File: src/rtl/pin_ctl_params.svh
`ifndef PIN_CTL_PARAMS_SVH
`define PIN_CTL_PARAMS_SVH

// register offsets (byte addresses, 8-bit data)
`define ADDR_PORTA_DATA   8'h00
`define ADDR_PORTB_DATA   8'h01
`define ADDR_PORTC_DATA   8'h02
`define ADDR_PORTD_DATA   8'h03
`define ADDR_PORTA_DIR    8'h04
`define ADDR_PORTB_DIR    8'h05
`define ADDR_PORTC_DIR    8'h06
`define ADDR_PORTD_DIR    8'h07
`define ADDR_CTRL         8'h08
`define ADDR_STATUS       8'h09

// control register fields
`define CTRL_LEVEL_SENS   0
`define CTRL_SPI_EN       1
`define CTRL_RX_EN        2
`define CTRL_TX_EN        3
`define CTRL_WDOG_EN      4
`define CTRL_CMON_EN      5
`define CTRL_RST_VAL      8'h00

// status register fields
`define STAT_REQ_LATCH    0
`define STAT_WDOG_RST     1
`define STAT_CMON_RST     2
`define STAT_ILLEGAL      3

`define DIR_RST_VAL       8'h00
`define DATA_RST_VAL      8'h00
// port D has lines 0..5 and 7
`define PORTD_MASK        8'hBF

// timing
`define WDOG_TIMEOUT_CYC  32'd65536
`define CMON_TIMEOUT_NS   32'd5000
`define CMON_TIMEOUT_CYC  (`CMON_TIMEOUT_NS / 32'd25)
`define RST_PULSE_NS      32'd1600
`define RST_PULSE_CYC     ((`RST_PULSE_NS + 32'd24) / 32'd25)

`endif

File: src/rtl/pin_ctl_pkg.sv
package pin_ctl_pkg;

    typedef struct packed {
        logic [7:0] addr;
        logic [7:0] wdata;
        logic       wr;
        logic       rd;
    } reg_req_t;

    typedef struct packed {
        logic       capture_in;
        logic       compare_out;
    } timer_pins_t;

    typedef struct packed {
        logic       spi_miso_in;
        logic       spi_mosi_out;
        logic       spi_sck_out;
        logic       spi_ss_in;
        logic       serial_tx_data;
    } serial_out_t;

    typedef struct packed {
        logic       spi_miso;
        logic       spi_mosi;
        logic       spi_sck;
        logic       spi_ss;
        logic       serial_rx_data;
    } serial_in_t;

    typedef enum logic [2:0] {
        IRQ_IDLE    = 3'b001,
        IRQ_PENDING = 3'b010,
        IRQ_TAKEN   = 3'b100
    } irq_state_t;

endpackage

File: src/rtl/irq_edge_level.sv
`timescale 1ns/1ps
`include "pin_ctl_params.svh"

module irq_edge_level
(
    input  wire logic clk_sys_i,
    input  wire logic reset_n_i,
    input  wire logic cpu_clk_en_i,
    input  wire logic irq_pin_n_i,
    input  wire logic level_sens_i,
    input  wire logic instr_done_i,
    input  wire logic int_mask_i,
    output logic      req_latch_o,
    output logic      irq_start_o
);
    import pin_ctl_pkg::*;

    logic       sync1_r;
    logic       sync2_r;
    logic       prev_r;
    logic       req_r;
    irq_state_t state_r;
    logic       fall;
    logic       event_in;
    logic       take;

    // two-stage synchroniser on the processor clock
    always_ff @(posedge clk_sys_i or negedge reset_n_i)
    begin
        if (!reset_n_i)
        begin
            sync1_r <= 1'b1;
            sync2_r <= 1'b1;
            prev_r  <= 1'b1;
        end
        else if (cpu_clk_en_i)
        begin
            sync1_r <= irq_pin_n_i;
            sync2_r <= sync1_r;
            prev_r  <= sync2_r;
        end
    end

    assign fall     = cpu_clk_en_i & prev_r & ~sync2_r;
    assign event_in = fall | (level_sens_i & ~sync2_r);
    assign take     = instr_done_i & req_r & ~int_mask_i;

    // latch; a new event wins over the clear
    always_ff @(posedge clk_sys_i or negedge reset_n_i)
    begin
        if (!reset_n_i)
            req_r <= 1'b0;
        else if (event_in)
            req_r <= 1'b1;
        else if (take)
            req_r <= 1'b0;
    end

    always_ff @(posedge clk_sys_i or negedge reset_n_i)
    begin
        if (!reset_n_i)
            state_r <= IRQ_IDLE;
        else
        begin
            case (state_r)
                IRQ_IDLE:    state_r <= req_r ? IRQ_PENDING : IRQ_IDLE;
                IRQ_PENDING: state_r <= take ? IRQ_TAKEN : (req_r ? IRQ_PENDING : IRQ_IDLE);
                IRQ_TAKEN:   state_r <= IRQ_IDLE;
                default:     state_r <= IRQ_IDLE;
            endcase
        end
    end

    always_ff @(posedge clk_sys_i or negedge reset_n_i)
    begin
        if (!reset_n_i)
            irq_start_o <= 1'b0;
        else
            irq_start_o <= take;
    end

    assign req_latch_o = req_r;

endmodule

File: src/rtl/mcu_pin_and_irq_control.sv
`timescale 1ns/1ps
`include "pin_ctl_params.svh"

module mcu_pin_and_irq_control
(
    input  wire logic                     clk_sys_i,
    input  wire logic                     reset_n_i,
    input  wire pin_ctl_pkg::reg_req_t    bus_req_i,
    output logic [7:0]                    bus_rdata_o,
    input  wire logic                     osc_in_pin_i,
    input  wire logic                     irq_pin_n_i,
    input  wire logic                     reset_pin_n_i,
    output logic                          reset_pin_n_o,
    output logic                          reset_pin_oe_o,
    output logic                          sys_reset_n_o,
    output logic                          cpu_clk_en_o,
    input  wire logic                     instr_done_i,
    input  wire logic                     int_mask_i,
    input  wire logic                     illegal_opcode_i,
    input  wire logic                     wdog_service_i,
    output logic                          irq_start_o,
    output logic                          nmi_req_o,
    input  wire logic [7:0]               port_a_lines_i,
    output logic [7:0]                    port_a_lines_o,
    output logic [7:0]                    port_a_lines_oe_o,
    input  wire logic [7:0]               port_b_lines_i,
    output logic [7:0]                    port_b_lines_o,
    output logic [7:0]                    port_b_lines_oe_o,
    input  wire logic [7:0]               port_c_lines_i,
    output logic [7:0]                    port_c_lines_o,
    output logic [7:0]                    port_c_lines_oe_o,
    input  wire logic [7:0]               port_d_lines_i,
    output logic [7:0]                    port_d_lines_o,
    output logic [7:0]                    port_d_lines_oe_o,
    input  wire pin_ctl_pkg::serial_out_t serial_drive_i,
    output pin_ctl_pkg::serial_in_t       serial_sense_o,
    output logic                          spi_en_o,
    output logic                          rx_en_o,
    output logic                          tx_en_o,
    input  wire pin_ctl_pkg::timer_pins_t timer_drive_i,
    output pin_ctl_pkg::timer_pins_t      timer_sense_o,
    input  wire logic                     capture_in_pin_i,
    output logic                          compare_out_pin_o
);
    import pin_ctl_pkg::*;

    logic [7:0]  data_r [0:3];
    logic [7:0]  dir_r  [0:3];
    logic [7:0]  ctrl_r;
    logic        div_r;
    logic        req_latch;
    logic        wdog_rst_r;
    logic        cmon_rst_r;
    logic        illegal_r;
    logic [31:0] wdog_cnt_r;
    logic [31:0] cmon_cnt_r;
    logic [31:0] rst_cnt_r;
    logic        osc_s1_r;
    logic        osc_s2_r;
    logic        osc_prev_r;
    logic        rst_s1_r;
    logic        rst_s2_r;
    logic        fail;
    logic        ext_rst;
    logic        soft_rst;
    logic [7:0]  rdata_nxt;
    logic [7:0]  pd_oe;
    logic [7:0]  pd_out;
    integer      i;

    function automatic logic is_port_reg(input logic [7:0] a);
        is_port_reg = (a[7:3] == 5'h00);
    endfunction

    // combined startup: external pin low, or internal failure pulse
    assign ext_rst  = ~rst_s2_r;
    assign soft_rst = ext_rst | (rst_cnt_r != 32'h0);
    assign sys_reset_n_o = ~soft_rst;

    always_ff @(posedge clk_sys_i or negedge reset_n_i)
    begin
        if (!reset_n_i)
        begin
            rst_s1_r <= 1'b1;
            rst_s2_r <= 1'b1;
        end
        else
        begin
            rst_s1_r <= reset_pin_n_i;
            rst_s2_r <= rst_s1_r;
        end
    end

    // processor clock enable, oscillator / 2
    always_ff @(posedge clk_sys_i or negedge reset_n_i)
    begin
        if (!reset_n_i)
            div_r <= 1'b0;
        else
            div_r <= ~div_r;
    end
    assign cpu_clk_en_o = div_r;

    irq_edge_level u_irq
    (
        .clk_sys_i    (clk_sys_i),
        .reset_n_i    (reset_n_i),
        .cpu_clk_en_i (div_r),
        .irq_pin_n_i  (irq_pin_n_i),
        .level_sens_i (ctrl_r[`CTRL_LEVEL_SENS]),
        .instr_done_i (instr_done_i & ~soft_rst),
        .int_mask_i   (int_mask_i),
        .req_latch_o  (req_latch),
        .irq_start_o  (irq_start_o)
    );

    // watchdog: expires unless serviced
    always_ff @(posedge clk_sys_i or negedge reset_n_i)
    begin
        if (!reset_n_i)
            wdog_cnt_r <= 32'h0;
        else if (soft_rst || wdog_service_i || !ctrl_r[`CTRL_WDOG_EN])
            wdog_cnt_r <= 32'h0;
        else if (wdog_cnt_r != `WDOG_TIMEOUT_CYC)
            wdog_cnt_r <= wdog_cnt_r + 32'h1;
    end

    // clock monitor: oscillator edges seen as an ordinary input
    always_ff @(posedge clk_sys_i or negedge reset_n_i)
    begin
        if (!reset_n_i)
        begin
            osc_s1_r   <= 1'b0;
            osc_s2_r   <= 1'b0;
            osc_prev_r <= 1'b0;
        end
        else
        begin
            osc_s1_r   <= osc_in_pin_i;
            osc_s2_r   <= osc_s1_r;
            osc_prev_r <= osc_s2_r;
        end
    end

    always_ff @(posedge clk_sys_i or negedge reset_n_i)
    begin
        if (!reset_n_i)
            cmon_cnt_r <= 32'h0;
        else if (soft_rst || !ctrl_r[`CTRL_CMON_EN] || (osc_s2_r != osc_prev_r))
            cmon_cnt_r <= 32'h0;
        else if (cmon_cnt_r != `CMON_TIMEOUT_CYC)
            cmon_cnt_r <= cmon_cnt_r + 32'h1;
    end

    assign fail = (wdog_cnt_r == `WDOG_TIMEOUT_CYC) | (cmon_cnt_r == `CMON_TIMEOUT_CYC);

    // reset pulse on the open-drain pin
    always_ff @(posedge clk_sys_i or negedge reset_n_i)
    begin
        if (!reset_n_i)
            rst_cnt_r <= 32'h0;
        else if (fail && (rst_cnt_r == 32'h0))
            rst_cnt_r <= `RST_PULSE_CYC;
        else if (rst_cnt_r != 32'h0)
            rst_cnt_r <= rst_cnt_r - 32'h1;
    end
    assign reset_pin_n_o  = 1'b0;
    assign reset_pin_oe_o = (rst_cnt_r != 32'h0);

    // failure cause flags survive the pulse, cleared by reading status
    always_ff @(posedge clk_sys_i or negedge reset_n_i)
    begin
        if (!reset_n_i)
        begin
            wdog_rst_r <= 1'b0;
            cmon_rst_r <= 1'b0;
        end
        else
        begin
            if (wdog_cnt_r == `WDOG_TIMEOUT_CYC)
                wdog_rst_r <= 1'b1;
            else if (bus_req_i.rd && bus_req_i.addr == `ADDR_STATUS)
                wdog_rst_r <= 1'b0;
            if (cmon_cnt_r == `CMON_TIMEOUT_CYC)
                cmon_rst_r <= 1'b1;
            else if (bus_req_i.rd && bus_req_i.addr == `ADDR_STATUS)
                cmon_rst_r <= 1'b0;
        end
    end

    // non-maskable request; a new illegal opcode wins over the clear by instr_done_i
    always_ff @(posedge clk_sys_i or negedge reset_n_i)
    begin
        if (!reset_n_i)
            illegal_r <= 1'b0;
        else if (soft_rst)
            illegal_r <= 1'b0;
        else if (illegal_opcode_i)
            illegal_r <= 1'b1;
        else if (instr_done_i)
            illegal_r <= 1'b0;
    end
    assign nmi_req_o = illegal_r;

    // port and control registers
    always_ff @(posedge clk_sys_i or negedge reset_n_i)
    begin
        if (!reset_n_i)
        begin
            for (i = 0; i < 4; i = i + 1)
            begin
                data_r[i] <= `DATA_RST_VAL;
                dir_r[i]  <= `DIR_RST_VAL;
            end
            ctrl_r <= `CTRL_RST_VAL;
        end
        else if (soft_rst)
        begin
            for (i = 0; i < 4; i = i + 1)
                dir_r[i] <= `DIR_RST_VAL;
            ctrl_r <= `CTRL_RST_VAL;
        end
        else if (bus_req_i.wr)
        begin
            if (is_port_reg(bus_req_i.addr))
            begin
                if (bus_req_i.addr[2])
                    dir_r[bus_req_i.addr[1:0]] <= bus_req_i.wdata;
                else
                    data_r[bus_req_i.addr[1:0]] <= bus_req_i.wdata;
            end
            else if (bus_req_i.addr == `ADDR_CTRL)
                ctrl_r <= {2'h0, bus_req_i.wdata[5:0]};
        end
    end

    assign spi_en_o = ctrl_r[`CTRL_SPI_EN];
    assign rx_en_o  = ctrl_r[`CTRL_RX_EN];
    assign tx_en_o  = ctrl_r[`CTRL_TX_EN];

    assign port_a_lines_o    = data_r[0];
    assign port_a_lines_oe_o = dir_r[0];
    assign port_b_lines_o    = data_r[1];
    assign port_b_lines_oe_o = dir_r[1];
    assign port_c_lines_o    = data_r[2];
    assign port_c_lines_oe_o = dir_r[2];

    // port D: serial units override general-purpose direction and data
    always_comb
    begin
        pd_oe  = dir_r[3] & `PORTD_MASK;
        pd_out = data_r[3] & `PORTD_MASK;
        if (ctrl_r[`CTRL_RX_EN])
            pd_oe[0] = 1'b0;
        if (ctrl_r[`CTRL_TX_EN])
        begin
            pd_oe[1]  = 1'b1;
            pd_out[1] = serial_drive_i.serial_tx_data;
        end
        if (ctrl_r[`CTRL_SPI_EN])
        begin
            pd_oe[2]  = serial_drive_i.spi_miso_in;
            pd_out[2] = 1'b0;
            pd_oe[3]  = 1'b1;
            pd_out[3] = serial_drive_i.spi_mosi_out;
            pd_oe[4]  = 1'b1;
            pd_out[4] = serial_drive_i.spi_sck_out;
            pd_oe[5]  = serial_drive_i.spi_ss_in;
            pd_out[5] = 1'b0;
        end
    end
    assign port_d_lines_o    = pd_out;
    assign port_d_lines_oe_o = pd_oe;

    assign serial_sense_o.serial_rx_data = ctrl_r[`CTRL_RX_EN] & port_d_lines_i[0];
    assign serial_sense_o.spi_miso       = ctrl_r[`CTRL_SPI_EN] & port_d_lines_i[2];
    assign serial_sense_o.spi_mosi       = ctrl_r[`CTRL_SPI_EN] & port_d_lines_i[3];
    assign serial_sense_o.spi_sck        = ctrl_r[`CTRL_SPI_EN] & port_d_lines_i[4];
    assign serial_sense_o.spi_ss         = ctrl_r[`CTRL_SPI_EN] & port_d_lines_i[5];

    assign timer_sense_o.capture_in  = capture_in_pin_i;
    assign timer_sense_o.compare_out = 1'b0;
    assign compare_out_pin_o         = timer_drive_i.compare_out;

    // read data one cycle after the strobe
    always_comb
    begin
        rdata_nxt = 8'h00;
        case (bus_req_i.addr)
            `ADDR_PORTA_DATA: rdata_nxt = (port_a_lines_i & ~dir_r[0]) | (data_r[0] & dir_r[0]);
            `ADDR_PORTB_DATA: rdata_nxt = (port_b_lines_i & ~dir_r[1]) | (data_r[1] & dir_r[1]);
            `ADDR_PORTC_DATA: rdata_nxt = (port_c_lines_i & ~dir_r[2]) | (data_r[2] & dir_r[2]);
            `ADDR_PORTD_DATA: rdata_nxt = ((port_d_lines_i & ~dir_r[3]) | (data_r[3] & dir_r[3])) & `PORTD_MASK;
            `ADDR_PORTA_DIR:  rdata_nxt = dir_r[0];
            `ADDR_PORTB_DIR:  rdata_nxt = dir_r[1];
            `ADDR_PORTC_DIR:  rdata_nxt = dir_r[2];
            `ADDR_PORTD_DIR:  rdata_nxt = dir_r[3] & `PORTD_MASK;
            `ADDR_CTRL:       rdata_nxt = ctrl_r;
            `ADDR_STATUS:     rdata_nxt = {4'h0, illegal_r, cmon_rst_r, wdog_rst_r, req_latch};
            default:          rdata_nxt = 8'h00;
        endcase
    end

    always_ff @(posedge clk_sys_i or negedge reset_n_i)
    begin
        if (!reset_n_i)
            bus_rdata_o <= 8'h00;
        else if (bus_req_i.rd)
            bus_rdata_o <= rdata_nxt;
        else
            bus_rdata_o <= 8'h00;
    end

endmodule

File: config.mk
export PLATFORM = sky130hd
export DESIGN_NAME = mcu_pin_and_irq_control
export DESIGN_NICKNAME = d
export VERILOG_FILES = /design/src/rtl/pin_ctl_pkg.sv /design/src/rtl/irq_edge_level.sv /design/src/rtl/mcu_pin_and_irq_control.sv
export VERILOG_INCLUDE_DIRS = /design/src /design/src/rtl
export SDC_FILE = /design/constraint.sdc
export NUM_CORES = 1
export LEC_CHECK = 0
export BUFFER_PORTS_ARGS = -buffer_cell sky130_fd_sc_hd__buf_4
export CAP_MARGIN = 20
export CORE_MARGIN = 1
export CORE_UTILIZATION = 45
export DETAILED_ROUTE_END_ITERATION = 16
export PLACE_DENSITY = 0.78
export SLEW_MARGIN = 10
export SYNTH_ARGS = -nofsm -noshare
export SYNTH_HDL_FRONTEND = slang
export SYNTH_SLANG_ARGS = --single-unit
File: constraint.sdc
create_clock -name clk_sys_i -period 3.22 [get_ports clk_sys_i]
set_input_delay 0 -clock clk_sys_i [delete_from_list [all_inputs] [get_ports clk_sys_i]]
set_output_delay 0 -clock clk_sys_i [all_outputs]
set_load 0.02 [all_outputs]
==> flow_summary_export.csv <==
group,metric,value,unit
status,status,"finished, final reports clean",
power_and_ir_drop,power.density,410,nW/um^2
sta,rsz0062_at_grt,"no",
cells_and_area,final_nets,1171,
clock_network,tritoncts,"yes",
sta,skew,0.0156,ns
route,wl_per_cell,18.2,um
route,ant_nets,0,
power_and_ir_drop,p_leak,5.43,nW
power_and_ir_drop,clkPwrFrac,44.1,%
clock_network,cts_setup_buffers,0,
critical_path,cp-startpoint,"rst_cnt_r[15]",
cells_and_area,finalNonFillerCells,1387,
placed_design,gp_congestion,0.902,
yosys,synth-seq-cells,186,
hold_path,min_from,"capture_in_pin_i",
sta,layout_min_cycle_time,2.90,ns
route,drc,0,
clock_network,cts_buffers,17,
clock_network,cts_resized,0,
power_and_ir_drop,p_comb_share,6.1,%
floorplanning,core,21200,um^2
grt,grt_pass1_wl,40100,um
floorplanning,fp.dieArea,22400,um^2
power_and_ir_drop,p_seq_share,49.8,%
critical_path,critPathKind,"reg2out",
yosys,synthesis.area,9830,um^2
critical_path,cp.required,3.22,ns
power_and_ir_drop,max-vdd-ir-drop,0.000388,V
sta,fin_setup_tns,0,ns
power_and_ir_drop,p_int,0.00353,W
cells_and_area,multi_input_area,4560,um^2
sta,setup_viol,0,
sta,max_freq,345,MHz
route,wirelength,25200,um
cells_and_area,drive_gt1_share,23.9,%
power_and_ir_drop,power_switching,0.00124,W
placed_design,placed_cells,1337,
yosys,synth_cell_types,59,
critical_path,critPathBufInv,4,
critical_path,cp.arrival,2.90,ns
clock_network,cts-root-buf,"clkbuf_16",
job,max_cap_viol_count,0,
critical_path,cp_top_family,"simple AND/OR/NAND/NOR gates",
clock_network,clk_latency,0.45,ns
route,vias,7936,
grt,grt_usage,23.0,%
yosys,ys_seq_area_share,47.4,%
cells_and_area,insertedDiodeCount,0,
grt,antenna_found_initial,0,
floorplanning,initial_core_util,46.3,%
yosys,synthArstFlopShare,100,%
cells_and_area,fillers,1841,
route,vias_per_cell,5.72,
yosys,synth_cells,988,
critical_path,crit_chain,"nor4_1 -> nand3b_1 -> nor4_4 -> buf_4 -> nand2_1 -> buf_4 -> inv_1 -> buf_4",
clock_network,cts_sinks,186,
cells_and_area,final_util,54.9,%
placed_design,place_ws,0.506,ns
floorplanning,die-height,150,um
clock_network,path_clk_slew,0.07,ns
critical_path,worst_path_most_repeated_cell,"buf_4",
power_and_ir_drop,p_total,0.00477,W
critical_path,worst-path-max-fanout,39,
cells_and_area,area_growth,18.5,%
cells_and_area,final_common_cell,"dfrtp_1",
placed_design,port_buffers,145,
critical_path,slowest_delay,0.58,ns
clock_network,clock_path_buffers,2,
floorplanning,ioPinCount,156,
critical_path,cp-end-kind,"output pin",
critical_path,cp-start-kind,"flop",
sta,worst_pin_slew,0.985,ns
sta,slew_violations,0,
clock_network,cts_htree_levels,4,
power_and_ir_drop,netSwitchingFraction,26.0,%
floorplanning,rows,53,
floorplanning,die_x,150,um
cells_and_area,final_cell_mix,"dfrtp_1 (181), buf_4 (162), nor2_1 (122)",
placed_design,dp_hpwl,17500,um
sta,slew-limit-headroom,33.8,%
critical_path,cpMaxStageDelayCell,"nor4_1",
critical_path,r2r_start,"rst_cnt_r[0]",
yosys,synth_edf_count,0,
grt,grt_pass1_vias,7546,
sta,fin_crit_sh,90.1,%
route,firstDrtPassIters,5,
cells_and_area,final-seq-area,4660,um^2
yosys,syn_area_per_cell,9.95,um^2
yosys,synth_warnings,0,
grt,overflow,0,
clock_network,cts_hold_buf,18,
route,first_iter_violations,529,
hold_path,hold_path.class,"in2out",
sta,setup_ws,0.318,ns
grt,grt_max_degree,91,
sta,hold_violations,0,
yosys,synth_ff_type,"dfrtp_1",
-- per-stage QoR --
stage,instance area [um^2],hold WS (ns)
detailed placement,10900,0.000149
floorplan,9840,-0.296
CTS,11600,0.000149
global route,11600,0.0000375
global placement,10900,0.000149
finish,11600,0.00000881
-- final timing paths --
path                                      to  cells past startpoint  slack, ns
max                            sys_reset_n_o                      8       0.32
min                         timer_sense_o[1]                      0   0.000009
max reg2reg                port_c_lines_o[5]                      7       0.48
min reg2reg                         rst_s2_r                      0       0.36
max in group asynchronous           rst_s2_r                      3       2.09
min in group asynchronous  port_c_lines_o[5]                      2       0.20
-- power by group through the flow --
stage,sequential [W],combinational (W),clock [W]
floorplan,0.00241,0.000127,0
global placement,0.00242,0.000270,0
detailed placement,0.00242,0.000273,0
CTS,0.00237,0.000292,0.00215
global route,0.00237,0.000315,0.00225
finish,0.00237,0.000292,0.00210
-- Yosys cell counts (35+ instances only) --
| cell | count | area [um^2] |
|---|---|---|
| nor2_1 | 122 | 458 |
| nand2_1 | 56 | 210 |
| nand3_1 | 63 | 315 |
| buf_4 | 57 | 428 |
| mux2_2 | 36 | 405 |
| dfrtp_1 | 181 | 4530 |
| xnor2_1 | 35 | 307 |
| nand4_1 | 35 | 219 |
| xor2_1 | 48 | 420 |
| a21oi_1 | 42 | 210 |
| mux2i_1 | 37 | 370 |
| clkbuf_1 | 35 | 131 |
-- kinds of logic (layout without fill, tap and decap cells) --
logic type,after synthesis,after routing,synth area share (%)
buffers and inverters,109,230,6.35
xor gates and xnor gates,83,83,7.40
AOI/OAI and AO/OA,109,109,6.70
muxes,81,81,9.12
and+or+nand+nor,414,414,22.3
DFF,186,186,47.4
adders and majority gates,5,5,0.637
other,1,4,0.0382
-- cell type report --
| cell class | instances | area share, % |
|---|---|---|
| clock buffer | 17 | 3.65 |
| clock inverter | 15 | 1.45 |
| inverter | 16 | 0.516 |
| multi-input combinational | 696 | 39.1 |
| sequential | 186 | 40.0 |
| tap | 275 | 2.96 |
| timing repair buffer | 182 | 12.3 |
-- registers in the layout, indices dropped and copies added, names as in the netlist, 8 cells and up --
name               flops
port_b_lines_oe_o      8
cmon_cnt_r            32
port_a_lines_o         8
wdog_cnt_r            32
rst_cnt_r             32
port_c_lines_oe_o      8
port_c_lines_o         8
port_a_lines_oe_o      8
port_b_lines_o         8
bus_rdata_o            8
-- metal layers --
layer | share of wire (%) | global-route usage [%] | up-vias
met5 | 0 | 0 | -
met4 | 2.7 | 9.04 | 0
met3 | 6.9 | 3.99 | 50
met2 | 48 | 38.1 | 329
met1 | 42 | 30.1 | 3888
li1 | - | - | 3669
No activity file was read; power rests on OpenSTA's default activity.
